--- src/design/standby_clock_pkg.sv ---
// constants for the clock timing and standby controller
package standby_clock_pkg;

    // =====================================================================
    // register map (printed offsets are not word aligned, so they are indices)
    localparam logic [7:0] STOP_MODE_CONTROL_IDX       = 8'h38;
    localparam logic [7:0] OSCILLATOR_IDLE_CONTROL_IDX = 8'h39;
    localparam logic [7:0] DIVIDER_CONTROL_IDX         = 8'h3a;
    localparam logic [7:0] STATUS_IDX                  = 8'h3b;
    localparam logic [9:0] ADDR_STOP_MODE_CONTROL       = {STOP_MODE_CONTROL_IDX, 2'b00};
    localparam logic [9:0] ADDR_OSCILLATOR_IDLE_CONTROL = {OSCILLATOR_IDLE_CONTROL_IDX, 2'b00};
    localparam logic [9:0] ADDR_DIVIDER_CONTROL         = {DIVIDER_CONTROL_IDX, 2'b00};
    localparam logic [9:0] ADDR_STATUS                  = {STATUS_IDX, 2'b00};

    // =====================================================================
    // stop_mode_control fields
    localparam int STOP_BIT    = 7;
    localparam int RELEASE_METHOD_SEL_BIT    = 6;
    localparam int RETURN_MODE_SEL_BIT    = 5;
    localparam int PORT_HOLD_IN_HALT_BIT   = 4;
    localparam int WUT_LSB     = 2;
    // oscillator_idle_control fields
    localparam int XEN_BIT     = 7;
    localparam int SYS_CLOCK_SEL_BIT   = 5;
    localparam int IDLE_BIT    = 4;
    // divider_control_reg fields
    localparam int DIVIDER_INPUT_SEL_BIT   = 4;

    // =====================================================================
    // reset values and read masks
    localparam logic [7:0] SMC_RESET      = 8'h00;
    localparam logic [7:0] OIC_RESET      = 8'h80;
    localparam logic [7:0] DIV_RESET      = 8'h00;
    localparam logic [7:0] INDET_VALUE    = 8'h00;
    localparam logic [7:0] SMC_READ_MASK  = 8'hfc;
    localparam logic [7:0] OIC_READ_MASK  = 8'hf0;
    localparam logic [7:0] DIV_READ_MASK  = 8'he7;

    // =====================================================================
    // counter geometry
    localparam int PRESCALE_STAGES = 3;
    localparam int DIVIDER_STAGES  = 21;
    localparam int STATES_PER_MC   = 4;
    localparam logic [1:0] WUT_3X16 = 2'b00;
    localparam logic [1:0] WUT_16   = 2'b01;
    localparam logic [1:0] WUT_14   = 2'b10;
    localparam int WUT_EXP_16       = 16;
    localparam int WUT_EXP_14       = 14;

    // =====================================================================
    // operating modes
    typedef enum logic [1:0] {
        MODE_NORMAL = 2'b00,
        MODE_IDLE   = 2'b01,
        MODE_STOP   = 2'b11,
        MODE_WARMUP = 2'b10
    } mode_type;

endpackage

--- src/design/standby_clock_timing_control.sv ---
// clock timing generator and standby mode controller with apb registers
//
// Notes on behaviour
// three stage prescaler, 21 stage divider and machine cycle counter on fc
// prescaler and divider clear on reset, stop entry and stop exit
// divider control bits 4 and 3 read as indeterminate (zero)
// machine cycle is four states s0 to s3, one clock each
// single clock: machine cycle is four fc periods
// after reset the block is in normal mode
// idle halts cpu and watchdog, peripherals keep running
// interrupt ends idle; master enable picks service or resume
// stop halts oscillator and all internal operation, state kept
// writing 1 to stop bit enters stop mode
// release method: 0 rising edge, 1 high level of stop pin
// software sets return mode 0 before stop; 1 reserved
// port hold bit: 0 tristates ports in stop, 1 holds them
// warm-up field selects 3x2^16, 2^16, 2^14 fc; doubled with divide option
// pin release counts warm-up then resumes after stop instruction
// reset ends stop and always comes up in normal mode
// stop control bits 1 and 0 read indeterminate (zero)
// stop bit cleared by hardware on release from stop
// clearing oscillator enable resets the device
// clock select reads active clock; 0 high frequency, 1 reserved
// writing 1 to idle bit enters idle mode
// stop exit rewrites oscillator enable to 1 and clock select to 0
// software writes 0 to bit 6; bits 3 to 0 read indeterminate
// level mode stop request with pin high goes straight to warm-up
`timescale 1ns/1ps

module standby_clock_timing_control
    import standby_clock_pkg::*;
#(
    parameter int PRESCALE_W = PRESCALE_STAGES,
    parameter int DIVIDER_W  = DIVIDER_STAGES
) (
    // clock and reset
    input  wire logic        CLK_SYS,
    input  wire logic        RST_B,
    // apb slave
    input  wire logic        PSEL,
    input  wire logic        PENABLE,
    input  wire logic        PWRITE,
    input  wire logic [9:0]  PADDR,
    input  wire logic [31:0] PWDATA,
    output logic      [31:0] PRDATA,
    output logic             PREADY,
    output logic             PSLVERR,
    // stop pin and interrupt side
    input  wire logic        STOP_PIN,
    input  wire logic        IRQ_REQ,
    input  wire logic        MASTER_IRQ_ENABLE,
    // mode and clock outputs
    output logic             CPU_RUN,
    output logic             WATCHDOG_RUN,
    output logic             PERIPH_RUN,
    output logic             OSC_RUN,
    output logic             PORT_TRISTATE,
    output logic             IRQ_SERVICE,
    output logic             SELF_RESET,
    output logic [1:0]       MC_STATE,
    output logic             MC_END,
    output logic             DIVIDER_PULSE_OUT,
    output logic [DIVIDER_W-1:0] DIVIDER_TAPS
);

    // =====================================================================
    // elaboration checks
    // the status word packs mode and divider into 32 bits, so the chain is capped
    if (PRESCALE_W < 1 || DIVIDER_W < WUT_EXP_16 + 3 || DIVIDER_W > 30) begin : g_bad_width
        $error("divider chain width not supported");
    end

    // =====================================================================
    // state
    typedef struct packed {
        logic                  stop_req;
        logic                  release_method_sel;
        logic                  return_mode_sel;
        logic                  port_hold_in_halt;
        logic [1:0]            warmup_time_sel;
        logic                  hf_osc_enable;
        logic                  sys_clock_sel;
        logic                  idle_req;
        logic                  divider_input_sel;
        logic [7:0]            div_other;
        mode_type              mode;
        logic [PRESCALE_W-1:0] pre;
        logic [DIVIDER_W-1:0]  div;
        logic [1:0]            mc;
        logic [DIVIDER_W+1:0]  wu_cnt;
        logic                  pin_s1;
        logic                  pin_s2;
        logic                  pin_prev;
        logic [31:0]           prdata;
        logic                  pready;
        logic                  pslverr;
        logic                  irq_service;
        logic                  self_reset;
        logic                  divider_pulse_out;
        logic                  cpu_run;
        logic                  wdt_run;
        logic                  periph_run;
        logic                  osc_run;
        logic                  port_tri;
        logic                  mc_end;
    } state_type;

    state_type cur_ff;
    state_type nxt_ff;

    logic                 wr_en;
    logic [7:0]           wbyte;
    logic                 release_pin;
    logic [DIVIDER_W+1:0] wu_target;
    logic                 running;
    logic [31:0]          rd_word;
    logic                 addr_bad;

    assign wr_en = PSEL && PENABLE && PWRITE;
    assign wbyte = PWDATA[7:0];

    // =====================================================================
    // warm-up target
    always_comb begin
        wu_target = '0;
        // warm-up count select
        unique case (cur_ff.warmup_time_sel)
            WUT_3X16: wu_target = ({{(DIVIDER_W+1){1'b0}}, 1'b1} << WUT_EXP_16)
                                + ({{(DIVIDER_W+1){1'b0}}, 1'b1} << (WUT_EXP_16 + 1));
            WUT_16:   wu_target = {{(DIVIDER_W+1){1'b0}}, 1'b1} << WUT_EXP_16;
            WUT_14:   wu_target = {{(DIVIDER_W+1){1'b0}}, 1'b1} << WUT_EXP_14;
            default:  wu_target = {{(DIVIDER_W+1){1'b0}}, 1'b1} << WUT_EXP_14;
        endcase
        if (cur_ff.divider_input_sel)
            wu_target = wu_target << 1;
    end

    // release condition
    assign release_pin = cur_ff.release_method_sel ? cur_ff.pin_s2 : (cur_ff.pin_s2 && !cur_ff.pin_prev);
    // prescaler, divider and machine cycle hold while halted or warming up
    assign running = (cur_ff.mode == MODE_NORMAL) || (cur_ff.mode == MODE_IDLE);

    // =====================================================================
    // read decode, sampled in the setup cycle so data and error stand with ready
    always_comb begin
        rd_word  = '0;
        addr_bad = 1'b0;
        unique case (PADDR)
            // low bits of stop control read as zero
            ADDR_STOP_MODE_CONTROL:
                rd_word[7:0] = {cur_ff.stop_req, cur_ff.release_method_sel, cur_ff.return_mode_sel,
                                cur_ff.port_hold_in_halt, cur_ff.warmup_time_sel, 2'b00} & SMC_READ_MASK;
            // bits 3 to 0 read as zero
            ADDR_OSCILLATOR_IDLE_CONTROL:
                rd_word[7:0] = {cur_ff.hf_osc_enable, 1'b0, cur_ff.sys_clock_sel, cur_ff.idle_req,
                                4'h0} & OIC_READ_MASK;
            // bits 4 and 3 read as zero
            ADDR_DIVIDER_CONTROL:
                rd_word[7:0] = cur_ff.div_other & DIV_READ_MASK;
            ADDR_STATUS:
                rd_word = {{(30-DIVIDER_W){1'b0}}, cur_ff.mode, cur_ff.div};
            default: begin
                rd_word  = {24'h000000, INDET_VALUE};
                addr_bad = 1'b1;
            end
        endcase
    end

    // =====================================================================
    // next state
    always_comb begin
        nxt_ff = cur_ff;
        nxt_ff.pin_s1   = STOP_PIN;
        nxt_ff.pin_s2   = cur_ff.pin_s1;
        nxt_ff.pin_prev = cur_ff.pin_s2;
        nxt_ff.pready   = PSEL && !PENABLE;
        nxt_ff.pslverr  = 1'b0;
        nxt_ff.irq_service = 1'b0;
        nxt_ff.self_reset  = 1'b0;

        // prescaler, divider and machine cycle counter
        // four states per machine cycle
        // one state per fc period
        if (running) begin
            nxt_ff.pre = cur_ff.pre + 1'b1;
            if (&cur_ff.pre)
                nxt_ff.div = cur_ff.div + 1'b1;
            nxt_ff.mc = cur_ff.mc + 2'b01;
        end
        nxt_ff.divider_pulse_out = running && (&cur_ff.pre) && (&cur_ff.div);

        // register writes
        if (wr_en && cur_ff.pready) begin
            unique case (PADDR)
                ADDR_STOP_MODE_CONTROL: begin
                    nxt_ff.release_method_sel     = wbyte[RELEASE_METHOD_SEL_BIT];
                    // return mode kept as written; only 0 is meaningful
                    nxt_ff.return_mode_sel     = wbyte[RETURN_MODE_SEL_BIT];
                    nxt_ff.port_hold_in_halt    = wbyte[PORT_HOLD_IN_HALT_BIT];
                    nxt_ff.warmup_time_sel      = wbyte[WUT_LSB +: 2];
                    // stop request
                    nxt_ff.stop_req = wbyte[STOP_BIT];
                end
                ADDR_OSCILLATOR_IDLE_CONTROL: begin
                    nxt_ff.hf_osc_enable      = wbyte[XEN_BIT];
                    // only high-frequency clock is supported
                    nxt_ff.sys_clock_sel    = 1'b0;
                    // idle request
                    nxt_ff.idle_req = wbyte[IDLE_BIT];
                end
                ADDR_DIVIDER_CONTROL: begin
                    nxt_ff.divider_input_sel     = wbyte[DIVIDER_INPUT_SEL_BIT];
                    nxt_ff.div_other = wbyte & DIV_READ_MASK;
                end
                ADDR_STATUS: begin
                end
                default: begin
                end
            endcase
        end

        // register reads and the error flag, taken in the setup cycle
        if (PSEL && !PENABLE) begin
            nxt_ff.pslverr = addr_bad;
            if (!PWRITE)
                nxt_ff.prdata = rd_word;
        end

        // oscillator enable cleared requests a device reset
        if (!cur_ff.hf_osc_enable) begin
            nxt_ff.self_reset = 1'b1;
            nxt_ff.hf_osc_enable        = 1'b1;
        end

        // =================================================================
        // mode sequencing
        unique case (cur_ff.mode)
            MODE_NORMAL: begin
                if (cur_ff.stop_req) begin
                    // level mode with pin high skips stop
                    if (cur_ff.release_method_sel && cur_ff.pin_s2) begin
                        nxt_ff.mode = MODE_WARMUP;
                    end else begin
                        nxt_ff.mode = MODE_STOP;
                    end
                    // clear on stop entry
                    nxt_ff.pre    = '0;
                    nxt_ff.div    = '0;
                    nxt_ff.mc     = '0;
                    nxt_ff.wu_cnt = '0;
                end else if (cur_ff.idle_req) begin
                    // idle entry
                    nxt_ff.mode = MODE_IDLE;
                end
            end
            MODE_IDLE: begin
                // interrupt ends idle
                if (IRQ_REQ) begin
                    nxt_ff.mode        = MODE_NORMAL;
                    nxt_ff.idle_req    = 1'b0;
                    nxt_ff.irq_service = MASTER_IRQ_ENABLE;
                end
            end
            MODE_STOP: begin
                // stop pin release
                if (release_pin) begin
                    nxt_ff.mode   = MODE_WARMUP;
                    nxt_ff.wu_cnt = '0;
                end
            end
            MODE_WARMUP: begin
                // count warm-up then resume
                nxt_ff.wu_cnt = cur_ff.wu_cnt + 1'b1;
                if (cur_ff.wu_cnt + 1'b1 >= wu_target) begin
                    nxt_ff.mode     = MODE_NORMAL;
                    // stop bit self clears
                    nxt_ff.stop_req = 1'b0;
                    // oscillator enable and clock select rewrite
                    nxt_ff.hf_osc_enable      = 1'b1;
                    nxt_ff.sys_clock_sel    = 1'b0;
                    // clear on stop exit
                    nxt_ff.pre      = '0;
                    nxt_ff.div      = '0;
                    nxt_ff.mc       = '0;
                end
            end
            default: nxt_ff.mode = MODE_NORMAL;
        endcase

        // outputs follow the next mode so they switch on the same edge
        // cpu and watchdog stop in idle
        nxt_ff.cpu_run    = (nxt_ff.mode == MODE_NORMAL);
        nxt_ff.wdt_run    = (nxt_ff.mode == MODE_NORMAL);
        // everything stops in stop
        nxt_ff.periph_run = (nxt_ff.mode == MODE_NORMAL) || (nxt_ff.mode == MODE_IDLE);
        nxt_ff.osc_run    = (nxt_ff.mode != MODE_STOP);
        // port hold select in stop
        nxt_ff.port_tri   = (nxt_ff.mode == MODE_STOP) && !nxt_ff.port_hold_in_halt;
        // last state of the machine cycle
        nxt_ff.mc_end     = nxt_ff.periph_run && (&nxt_ff.mc);
    end

    // =====================================================================
    // registers
    always_ff @(posedge CLK_SYS or negedge RST_B) begin
        if (!RST_B) begin
            // normal after reset
            // reset also ends stop into normal
            cur_ff           <= '0;
            cur_ff.mode      <= MODE_NORMAL;
            {cur_ff.stop_req, cur_ff.release_method_sel, cur_ff.return_mode_sel, cur_ff.port_hold_in_halt, cur_ff.warmup_time_sel} <= SMC_RESET[7:2];
            cur_ff.hf_osc_enable       <= OIC_RESET[XEN_BIT];
            cur_ff.divider_input_sel     <= DIV_RESET[DIVIDER_INPUT_SEL_BIT];
            cur_ff.cpu_run    <= 1'b1;
            cur_ff.wdt_run    <= 1'b1;
            cur_ff.periph_run <= 1'b1;
            cur_ff.osc_run    <= 1'b1;
        end else begin
            cur_ff <= nxt_ff;
        end
    end

    // =====================================================================
    // outputs, all from flip-flops
    assign PRDATA            = cur_ff.prdata;
    assign PREADY            = cur_ff.pready;
    assign PSLVERR           = cur_ff.pslverr;
    // cpu and watchdog stop in idle; R09 everything stops in stop
    assign CPU_RUN           = cur_ff.cpu_run;
    assign WATCHDOG_RUN      = cur_ff.wdt_run;
    assign PERIPH_RUN        = cur_ff.periph_run;
    assign OSC_RUN           = cur_ff.osc_run;
    // port hold select in stop
    assign PORT_TRISTATE     = cur_ff.port_tri;
    assign IRQ_SERVICE       = cur_ff.irq_service;
    assign SELF_RESET        = cur_ff.self_reset;
    assign MC_STATE          = cur_ff.mc;
    assign MC_END            = cur_ff.mc_end;
    assign DIVIDER_PULSE_OUT = cur_ff.divider_pulse_out;
    assign DIVIDER_TAPS      = cur_ff.div;

endmodule // standby_clock_timing_control

--- config.mk ---
export PLATFORM = sky130hd
export DESIGN_NAME = standby_clock_timing_control
export DESIGN_NICKNAME = d
export VERILOG_FILES = /design/src/design/standby_clock_pkg.sv /design/src/design/standby_clock_timing_control.sv
export SDC_FILE = /design/constraint.sdc
export NUM_CORES = 1
export LEC_CHECK = 0
export BUFFER_PORTS_ARGS = -buffer_cell sky130_fd_sc_hd__buf_2
export CAP_MARGIN = 20
export CORE_MARGIN = 2
export CORE_UTILIZATION = 45
export DETAILED_ROUTE_END_ITERATION = 8
export PLACE_DENSITY_LB_ADDON = 0.12
export SLEW_MARGIN = 25
export SYNTH_ARGS = -nofsm -noshare
export SYNTH_HDL_FRONTEND = slang
export SYNTH_SLANG_ARGS = --single-unit
export TNS_END_PERCENT = 30
--- constraint.sdc ---
create_clock -name CLK_SYS -period 7.3 [get_ports CLK_SYS]
set_clock_uncertainty 0.2 [all_clocks]
set_input_delay 1.46 -clock CLK_SYS [delete_from_list [all_inputs] [get_ports CLK_SYS]]
set_output_delay 1.46 -clock CLK_SYS [all_outputs]
set_load 0.05 [all_outputs]
Word-level counts from Yosys, hierarchy flattened. Cells that the tools add are included.

Equality and inequality tests: 13. Magnitude comparators: 1. Reduce and logical (&&, ||, !) cells: 27. $add $sub $neg: 4. Bitwise logic cells: 1. Multiplexer cells: 34.

Operators with widths (number): case mux 23 bit (3 select lines) (1); case mux 26 bit (2 select lines) (1); two-way mux 49 bit (1); == test 10 x 8 -> 1 bit (second input constant) (4); case mux 18 bit (2 select lines) (1); case mux 8 bit (4 select lines) (1); two-way mux 28 bit (1); two-way mux 26 bit (1); adder 23 x 1 -> 23 bit (second input constant) (1); greater-or-equal comparator 23 x 19 -> 1 bit (1); two-way mux 23 bit (1); adder 21 x 1 -> 21 bit (second input constant) (1); two-way mux 21 bit (1); AND reduction 21 bit (1); two-way mux 19 bit (1); two-way mux 18 bit (1); two-way mux 15 bit (1); two-way mux 1 bit (12); two-way mux 2 bit (6); logical AND 1 bit (10); two-way mux 9 bit (1); case mux 2 bit (4 select lines) (1); AND reduction 2 bit (4); == test 2 x 1 -> 1 bit (second input constant) (3); 13 further kinds (23).

Register bits after elaboration: 112. Input bits: 50. Logic and storage cells: 109.

Depth between registers and ports, before layout. Gate-level depths: netlist (run 1).

Depth in word-level cells: 9. Depth in mapped cells: 14. Mapped depth without buffers: 12.

Worst setup path before layout (run 1). OpenSTA, ideal clock, no wires.

Path type: input-to-reg. Start point: input port PADDR[1]. End point: register cur_ff[108] (netlist bit). Setup time: 0.094 ns. Cell stages on the path: 4. Arrival time: 3.128 ns. Path buffers: 0. Setup slack: 3.878 ns. Path through: nor4b_1 > nand4_1 > or4b_2 > or4_1.

RTL lines: from (decl) (line standby_clock_timing_control.sv:43) `input wire logic [9:0] PADDR,`; to (signal assigned) (line standby_clock_timing_control.sv:319) `cur_ff <= nxt_ff;`; to (decl) (line standby_clock_timing_control.sv:108) `state_type cur_ff;`.

==> flow_metrics.py, run 1 <==
metrics = {
    "yosys": {
        "async_reset_ff_share_pct": 100.0,
        "synth_top_area_share_pct": 45.14,
        "netlist_area_um2": 5488,
        "yosysWarnings": 0,
        "synth-edff-count": 0,
        "syn_area_per_cell_um2": 10.11,
        "synth-main-ff-cell": "dfrtp_1",
        "syn_inst": 543,
        "synth_seq_cells": 103,
        "ys_seq_area_share_pct": 47.06,
        "synthTopCellsByArea": "dfrtp_1, buf_4, a22o_1",
        "yosysTopAreaCell": "dfrtp_1",
        "ys_types": 50,
        "synth_most_common_cell": "dfrtp_1",
        "synth_common_cells": "dfrtp_1, buf_4, nand2_1, o21ai_0, nor2_1",
    },
    "sta": {
        "timing.setup.tns_ns": 0,
        "slew-limit-headroom_pct": 36.71,
        "setup_violations": 0,
        "min_period_over_period_pct": 54.97,
        "tightest_slew_ns": 0.9494,
        "max_freq_ghz": 0.2492,
        "rsz0062_at_grt": "no",
        "hold_viol": 0,
        "finalCriticalPeriod_ns": 4.012,
        "fin_hold_ws_ns": 0.1621,
        "finalMaxSlewViolations": 0,
    },
    "clock_tree": {
        "ctsHoldBuffers": 0,
        "cts_tree": "built",
        "clockBufferDepth": 2,
        "cts_buffers": 9,
        "cts.sinks": 103,
        "postCtsSetupRepairBufs": 0,
        "htree_levels": 3,
        "cts_root_buf": "clkbuf_16",
        "ctsResizeCount": 0,
        "clkLatencyLatePin_ns": 0.34,
        "path_clk_slew_ns": 0.07,
    },
    "critical_path": {
        "worst_path_max_delay_cell": "nor4_4",
        "cp-end-kind": "register",
        "rr_worst_depth": 13,
        "critPathMaxFanout": 32,
        "cp.required_ns": 7.38,
        "start_kind": "register",
        "crit_type": "register to register",
        "slowest_delay_ns": 0.51,
        "cp.depth": 13,
        "arrival_ns": 4.09,
        "crit_chain": "ha_1 > nand3_2 > nor4_4 > and2_1 > xor2_1 > ha_1 > nand3_1 > nor4_1 > nand3_1 > a211o_1 > a2111oi_4 > buf_4 > or3_1",
        "cp_top_family": "simple AND/OR/NAND/NOR gates",
        "cp_num_buf_inv": 1,
    },
    "final_layout": {
        "instances_no_fill": 717,
        "utilization_pct": 49.83,
        "nNetsFinal": 624,
        "syn_to_final_growth_pct": 8.618,
        "drive_above_1_share_pct": 23.86,
        "seqCellArea_um2": 2582,
        "fillers": 1092,
        "antenna_cells": 0,
        "multi_input_area_um2": 2374,
    },
    "hold_path": {
        "whs_path_depth": 0,
        "hold_path_class": "register to register",
    },
    "drt": {
        "first_pass_iters": 4,
        "wl_per_cell_um": 16.35,
        "num_vias": 3944,
        "drtIter0Drc": 291,
        "antenna_left": 0,
        "drc_errors": 0,
        "viasPerCell": 5.501,
        "routed_wl_um": 11720,
    },
    "run": {
        "maxCapViolCount": 0,
    },
    "floorplanning": {
        "rows": 40,
        "die_w_um": 114.4,
        "fp.dieH_um": 114.4,
        "ioPinCount": 116,
        "start_util_pct": 45.88,
        "design.core.area_um2": 11960,
        "fp.dieArea_um2": 13090,
    },
    "run_status": {
        "status": "finished, final reports clean",
    },
    "power": {
        "ir_worst_vdd_mv": 0.1756,
        "leakage_nw": 2.888,
        "power_density_nw_per_um2": 237.0,
    },
    "placement": {
        "hpwl_um": 7906,
        "placedCellCount": 701,
        "port_buffers": 82,
        "place.gp.congestion": 0.7594,
    },
    "global_route": {
        "grt_pass1_wl_um": 19310,
        "grt_max_degree": 79,
        "grt_overflow": 0,
        "antenna_found_initial": 0,
        "track_usage_pct": 18.57,
        "grt_pass1_vias": 3734,
    },
}
per-stage QoR:
stage                     cell area (µm²)  worst slack (ns)  power [mW]
after floorplan                      5518             3.878      0.8531
after global placement               5622             3.268      0.8871
after detailed placement             5622             3.180      0.8927
after CTS                            5954             3.228       1.428
after global routing                 5961             2.977       1.480
final                                5961             3.288       1.413
cell type report:
| class | instances | area share, % |
|---|---|---|
| Inverter | 9 | 0.5668 |
| Timing Repair Buffer | 87 | 7.620 |
| Tap cell | 147 | 3.086 |
| Sequential cell | 103 | 43.32 |
| Multi-Input combinational cell | 355 | 39.82 |
| Clock buffer | 11 | 4.240 |
| Clock inverter | 5 | 1.343 |
power breakdown:
group | internal [mW] | leakage [nW] | switching (mW)
clock network | 0.319 | 0.158 | 0.214
logic | 0.0703 | 1.34 | 0.162
registers | 0.605 | 1.39 | 0.0428
registers in the layout, indices dropped and copies added, names as in the netlist, 2 cells and up:
| name | cells |
|---|---|
| DIVIDER_TAPS | 21 |
| MC_STATE | 2 |
| cur_ff | 47 |
| PRDATA | 23 |
layer usage:
layer	global-route usage [%]	vias up	share of wire [%]
met2	28.56	87	45
met1	26.90	1917	49
li1	-	1929	-
met4	6.341	0	1.1
met5	0	-	0
met3	2.753	11	4.4
cell families after synthesis:
kind of cell	Yosys count	share of synthesized area (%)
xor gates and xnor gates	32	5.107
muxes	25	5.312
adders and majority gates	9	2.052
DFF	103	47.06
and+or+nand+nor	187	18.70
AOI/OAI and AO/OA	93	11.31
other	1	0.06833
buffers and inverters	93	10.40
final timing paths:
path / endpoint / start / slack (ns)
setup / recovery: WATCHDOG_RUN / cur_ff[46] / 3.29
hold / removal: cur_ff[44] / cur_ff[45] / 0.16
setup reg to reg: WATCHDOG_RUN / cur_ff[46] / 3.29
hold reg to reg: cur_ff[44] / cur_ff[45] / 0.16
max in group asynchronous: cur_ff[94] / RST_B / 5.08
min in group asynchronous: cur_ff[99] / RST_B / 0.82
cell usage in the layout, fill, tap and decap left out, drive strengths merged, types with 13 or more instances in the layout:
cell type,n
nand4,14
buf,87
nand2,39
nand3,18
xnor2,20
dfrtp,99
nor2,34
o21ai,38
mux2,13
nor4,26
a22o,23
Note: power is estimated with default switching activity, not from simulation.
==> inputs of run 2 (changes only) <==
--- a/config.mk
+++ b/config.mk
@@ -5,6 +5,7 @@
 export SDC_FILE = /design/constraint.sdc
 export NUM_CORES = 1
 export LEC_CHECK = 0
+export ABC_AREA = 1
 export BUFFER_PORTS_ARGS = -buffer_cell sky130_fd_sc_hd__buf_2
 export CAP_MARGIN = 20
 export CORE_MARGIN = 2
==> constraint.sdc (replaced) <==
create_clock -name CLK_SYS -period 3.4 [get_ports CLK_SYS]
set_clock_uncertainty 0.2 [all_clocks]
set_input_delay 0.68 -clock CLK_SYS [delete_from_list [all_inputs] [get_ports CLK_SYS]]
set_output_delay 0.68 -clock CLK_SYS [all_outputs]
set_load 0.05 [all_outputs]
==> flow_metrics.py, run 2 <==
metrics = {
    "clock_tree": {
        "clkLatencyLatePin_ns": 0.36,
        "cts_tree": "built",
        "path_clk_slew_ns": 0.07,
        "clockBufferDepth": 2,
        "htree_levels": 3,
        "cts_buffers": 9,
        "cts.sinks": 103,
        "cts_root_buf": "clkbuf_16",
    },
    "drt": {
        "antenna_left": 0,
        "num_vias": 4672,
        "wl_per_cell_um": 14.69,
        "drtIter0Drc": 342,
        "viasPerCell": 5.106,
        "routed_wl_um": 13440,
        "first_pass_iters": 5,
        "drc_errors": 0,
    },
    "yosys": {
        "netlist_area_um2": 5629,
        "syn_area_per_cell_um2": 8.053,
        "syn_inst": 699,
        "yosysTopAreaCell": "dfrtp_1",
        "yosysWarnings": 0,
        "ys_types": 42,
        "synth-main-ff-cell": "dfrtp_1",
        "synth_most_common_cell": "nand2_1",
        "synth_seq_cells": 103,
        "synthTopCellsByArea": "dfrtp_1, nand2_1, buf_4",
        "synth_common_cells": "nand2_1, dfrtp_1, inv_1, nor2_1, buf_4",
        "synth_top_area_share_pct": 44.01,
        "synth-edff-count": 0,
        "ys_seq_area_share_pct": 45.88,
        "async_reset_ff_share_pct": 100.0,
    },
    "global_route": {
        "antenna_found_initial": 0,
        "grt_pass1_wl_um": 22260,
        "grtUsageMet3_pct": 3.766,
        "grt_overflow": 0,
        "busiest_layer": "met2",
        "grtUsageMet1_pct": 29.96,
        "met2_usage_pct": 33.65,
        "grt_max_degree": 55,
        "grt_pass1_vias": 4488,
        "track_usage_pct": 21.51,
    },
    "critical_path": {
        "slowest_delay_ns": 0.40,
        "worstReg2RegStart": "cur_ff[47]",
        "critPathMaxFanout": 24,
        "arrival_ns": 3.18,
        "start_kind": "register",
        "crit_chain": "ha_2 > nand3_2 > inv_2 > nand4_1 > nor2_1 > xor2_1 > ha_1 > nand2_1 > inv_1 > nand4_1 > nor2_1 > nand3_1 > nor2_1 > nand3_1 > nand2_1 > nand2_4 > nand2_8 > nor2_1",
        "cp.required_ns": 3.44,
        "cp-end-kind": "register",
        "rrSetupSlack_ns": 0.26,
        "path_common_cell": "nor2_1",
        "r2r_end": "DIVIDER_TAPS[20]",
        "rr_worst_depth": 18,
        "worst_path_max_delay_cell": "dfrtp_1",
        "crit_type": "register to register",
    },
    "final_layout": {
        "instances_no_fill": 915,
        "nNetsFinal": 801,
        "syn_to_final_growth_pct": 11.31,
        "drive_above_1_share_pct": 18.21,
        "final_cell_mix": "nand2_1, dfrtp_1, inv_1, buf_2, nor2_1",
        "top_register": "cur_ff",
        "largest_reg_flops": 47,
        "mostFrequentLayoutCell": "nand2_1",
        "fillers": 1194,
        "antenna_cells": 0,
    },
    "floorplanning": {
        "die_w_um": 115.8,
        "ioPinCount": 116,
        "design.core.area_um2": 12110,
        "start_util_pct": 46.48,
        "fp.dieArea_um2": 13420,
        "rows": 40,
        "fp.dieH_um": 115.8,
    },
    "sta": {
        "hold_viol": 0,
        "finalCriticalPeriod_ns": 3.143,
        "min_period_over_period_pct": 92.46,
        "fin_hold_ws_ns": 0.1486,
        "finalWorstSetupSlack_ns": 0.2565,
        "setup_violations": 0,
        "slew-limit-headroom_pct": 51.18,
        "finalMaxSlewViolations": 0,
        "max_freq_ghz": 0.3181,
        "tightest_slew_ns": 0.7323,
    },
    "hold_path": {
        "holdPathEnd": "cur_ff[44]",
        "whs_path_depth": 0,
        "min-delay-start": "cur_ff[45]",
        "hold_path_class": "register to register",
    },
    "power": {
        "ir_worst_vdd_mv": 0.2744,
        "leakage_nw": 3.045,
        "power_density_nw_per_um2": 511.9,
        "p_total_mw": 3.208,
    },
    "placement": {
        "placedCellCount": 893,
        "hpwl_um": 9869,
        "port_buffers": 82,
        "place.gp.congestion": 0.8685,
        "dp_slack_ns": 0.06985,
    },
    "run": {
        "maxCapViolCount": 0,
    },
    "run_status": {
        "status": "finished, final reports clean",
    },
}
[run 2: cell types whose count changed after synthesis, moves of 8 or more]
cell      change
a22o_1       -22
and3_1        -8
clkbuf_1     -11
inv_1        +73
mux2_2       -12
mux2i_1      -10
nand2_1     +120
nand3_1      +15
nor2_1       +48
nor4_1       -19
o22ai_1      +14
o31ai_1      +11
xnor2_1      -19
xor2_1       +11
[run 2: area by class of cell]
class,instances,area [µm²],share of cell area [%]
Tap cell,168,210.2,3.355
Inverter,85,319.1,5.092
Multi-Input combinational cell,452,2307,36.82
Clock inverter,6,115.1,1.837
Sequential cell,103,2582,41.21
Clock buffer,10,239.0,3.814
Timing Repair Buffer,91,493.0,7.867
[run 2: what timing repair did]
item,in CTS,in global routing
hold buffers,0,0
resized for setup,0,9
setup buffers,0,6
endpoints found under the setup margin,0,34
[run 2: report_power, final]
group          switching, mW  internal [mW]
clock                  0.486          0.744
combinational          0.449          0.161
sequential            0.0634           1.30
[run 2: logic make-up (layout without fill, tap and decap cells)]
logic type / Yosys count / count (layout) / share of synthesized area [%]
and+or+nand+nor: 320 / 320 / 24.23
other: 1 / 9 / 0.06662
xor gates and xnor gates: 24 / 24 / 3.734
adders and majority gates: 9 / 9 / 2.000
AOI/OAI and AO/OA: 89 / 89 / 9.714
DFF: 103 / 103 / 45.88
muxes: 1 / 1 / 0.2000
buffers and inverters: 152 / 192 / 14.18
[run 2: worst max-delay path by stage]
stage,startpoint,slack [ns],depth (start not counted),to
after detailed placement,cur_ff[50],0.07,19,DIVIDER_TAPS[18]
final,cur_ff[47],0.26,18,DIVIDER_TAPS[20]
after CTS,cur_ff[50],0.04,19,DIVIDER_TAPS[20]
after global routing,cur_ff[50],-0.006,19,DIVIDER_TAPS[20]
after global placement,cur_ff[46],0.11,18,DIVIDER_TAPS[20]
after floorplan,cur_ff[50],0.73,19,cur_ff[93]
[run 2: metrics by stage]
stage	util [%]	TNS [ns]	cell area, µm²
floorplan	-	0	5659
global placement	48.20	0	5838
detailed placement	48.20	0	5838
CTS	51.13	0	6192
global route	51.74	-0.02378	6266
finish	51.74	0	6266
[run 2: critical path: cells and delay by family (launching register included)]
kind / cells / cell delay, ns
and+or+nand+nor: 13 / 1.61
adders and majority gates: 2 / 0.52
DFF: 1 / 0.40
buffers and inverters: 2 / 0.18
xor gates and xnor gates: 1 / 0.11
[run 2: metal layers]
metal | routed length [µm] | vias to the layer above
met4 | 250 | 0
li1 | - | 2288
met1 | 6212 | 2216
met5 | 0 | -
met3 | 765 | 19
met2 | 6214 | 149
==> inputs of run 3 (changes only) <==
--- a/config.mk
+++ b/config.mk
@@ -11,7 +11,8 @@
 export CORE_MARGIN = 2
 export CORE_UTILIZATION = 45
 export DETAILED_ROUTE_END_ITERATION = 8
-export PLACE_DENSITY_LB_ADDON = 0.12
+export HOLD_SLACK_MARGIN = 0.08
+export PLACE_DENSITY = 0.7
 export SLEW_MARGIN = 25
 export SYNTH_ARGS = -nofsm -noshare
 export SYNTH_HDL_FRONTEND = slang
==> flow_metrics.py, run 3 (synthesis results as in run 2) <==
metrics = {
    "run_status": {
        "status": "finished, final reports clean",
    },
    "global_route": {
        "grt_pass1_wl_um": 21830,
        "antenna_found_initial": 0,
        "grt_pass1_vias": 4528,
        "track_usage_pct": 20.48,
        "grt_overflow": 0,
        "grt_max_degree": 80,
    },
    "sta": {
        "min_period_over_period_pct": 95.05,
        "slew-limit-headroom_pct": 52.77,
        "tightest_slew_ns": 0.7085,
        "timing.setup.tns_ns": 0,
        "finalMaxSlewViolations": 0,
        "hold_viol": 0,
        "fin_hold_ws_ns": 0.1490,
        "setup_violations": 0,
        "max_freq_ghz": 0.3094,
        "finalWorstSetupSlack_ns": 0.1681,
        "finalCriticalPeriod_ns": 3.232,
    },
    "floorplanning": {
        "fp.dieH_um": 115.8,
        "ioPinCount": 116,
        "rows": 40,
        "fp.dieArea_um2": 13420,
        "start_util_pct": 46.48,
        "die_w_um": 115.8,
        "design.core.area_um2": 12110,
    },
    "drt": {
        "num_vias": 4634,
        "drtIter0Drc": 272,
        "first_pass_iters": 5,
        "routed_wl_um": 12970,
        "route.met3.wl_um": 624,
        "antenna_left": 0,
        "wl_per_cell_um": 14.23,
        "drt-met1-wl_um": 6012,
        "wl_met2_um": 6085,
        "highest_layer": "met4",
        "drc_errors": 0,
        "viasPerCell": 5.081,
    },
    "critical_path": {
        "slowest_delay_ns": 0.44,
        "critPathMaxFanout": 7,
        "worst_path_max_delay_cell": "dfrtp_1",
        "crit_chain": "nand2_1 > nor2_2 > nand2_1 > nor2_1 > nand2_1 > nor2_1 > xor2_1 > ha_1 > nand2_1 > inv_1 > nand4_1 > nor2_1 > nand3_1 > nor2_1 > nand3_1 > nand2_1 > nand2_4 > nand2_2 > inv_1 > nor2_1",
        "crit_type": "register to register",
        "cp_top_family": "simple AND/OR/NAND/NOR gates",
        "cp.required_ns": 3.46,
        "rr_worst_depth": 20,
        "start_kind": "register",
        "r2r_end": "WATCHDOG_RUN",
        "cp_num_buf_inv": 2,
        "worstReg2RegStart": "cur_ff[49]",
        "rrSetupSlack_ns": 0.17,
        "arrival_ns": 3.29,
        "cp-end-kind": "register",
    },
    "power": {
        "ir_worst_vdd_mv": 0.3007,
        "leakage_nw": 3.017,
        "power_density_nw_per_um2": 507.6,
    },
    "clock_tree": {
        "cts_buffers": 9,
        "path_clk_slew_ns": 0.07,
        "htree_levels": 3,
        "clkLatencyLatePin_ns": 0.34,
        "clockBufferDepth": 2,
        "cts_root_buf": "clkbuf_16",
        "cts_tree": "built",
        "cts.sinks": 103,
        "ctsHoldBuffers": 0,
    },
    "placement": {
        "hpwl_um": 9593,
        "dp_slack_ns": 0.1630,
        "port_buffers": 82,
        "dpl-instance-area_um2": 5833,
        "place.gp.congestion": 0.9346,
    },
    "final_layout": {
        "nNetsFinal": 798,
        "finalInstanceArea_um2": 6212,
        "mostFrequentLayoutCell": "nand2_1",
        "drive_above_1_share_pct": 17.47,
        "syn_to_final_growth_pct": 10.36,
        "antenna_cells": 0,
        "largest_reg_flops": 47,
        "top_register": "cur_ff",
        "fillers": 1190,
        "final_cell_mix": "nand2_1, dfrtp_1, inv_1, buf_2, nor2_1",
    },
    "hold_path": {
        "min-delay-start": "cur_ff[45]",
        "holdPathEnd": "cur_ff[44]",
        "hold_path_class": "register to register",
        "whs_path_depth": 0,
    },
    "run": {
        "maxCapViolCount": 0,
    },
}
## run 3: cell count changes in the layout (fill, tap and decap cells not counted), sizes merged
| cell | previous run | this run |
|---|---|---|
| buf | 91 | 88 |
| clkbuf | 10 | 11 |
| clkinv | 2 | 1 |
## run 3: report_power, final
| part | internal (mW) | leakage [nW] | switching [mW] |
|---|---|---|---|
| Clock | 0.723 | 0.160 | 0.460 |
| Sequential | 1.30 | 1.35 | 0.0685 |
| Combinational | 0.152 | 1.51 | 0.445 |
| Total | 2.18 | 3.02 | 0.974 |
## run 3: final cells by class
class | instances | area (µm²) | share of cell area, %
Timing Repair Buffer | 88 | 461.7 | 7.432
Tap cell | 168 | 210.2 | 3.384
Clock inverter | 5 | 106.4 | 1.712
Inverter | 85 | 319.1 | 5.136
Sequential cell | 103 | 2582 | 41.57
Multi-Input combinational cell | 452 | 2300 | 37.02
Clock buffer | 11 | 232.7 | 3.746
## run 3: metal layers
layer / GRT usage (%) / vias up
li1: - / 2285
met2: 33.37 / 125
met3: 3.138 / 15
met4: 7.619 / 0
met5: 0 / -
met1: 27.84 / 2209
## run 3: worst max path at each step
stage          startpoint         endpoint  slack [ns]  cells past startpoint
6_report       cur_ff[49]     WATCHDOG_RUN        0.17                     20
5_1_grt        cur_ff[49]  DIVIDER_TAPS[6]       -0.02                     18
4_1_cts        cur_ff[46]     WATCHDOG_RUN        0.12                     19
3_5_place_dp   cur_ff[46]     WATCHDOG_RUN        0.16                     19
3_3_place_gp   cur_ff[46]     WATCHDOG_RUN        0.20                     19
2_1_floorplan  cur_ff[50]       cur_ff[93]        0.73                     19
## run 3: stage by stage
stage,util [%],total power [mW],std cells
after global routing,51.29,3.315,912
after global placement,48.16,1.976,894
after floorplan,-,1.876,707
after CTS,50.96,3.175,910
final,51.29,3.153,912
after detailed placement,48.16,1.988,894
## run 3: repair_timing
item / 4_1_cts / 5_1_grt
hold endpoints to repair: 0 / 0
gates resized for setup: 0 / 6
buffers inserted: 0 / 2
endpoints found under the setup margin: 0 / 28
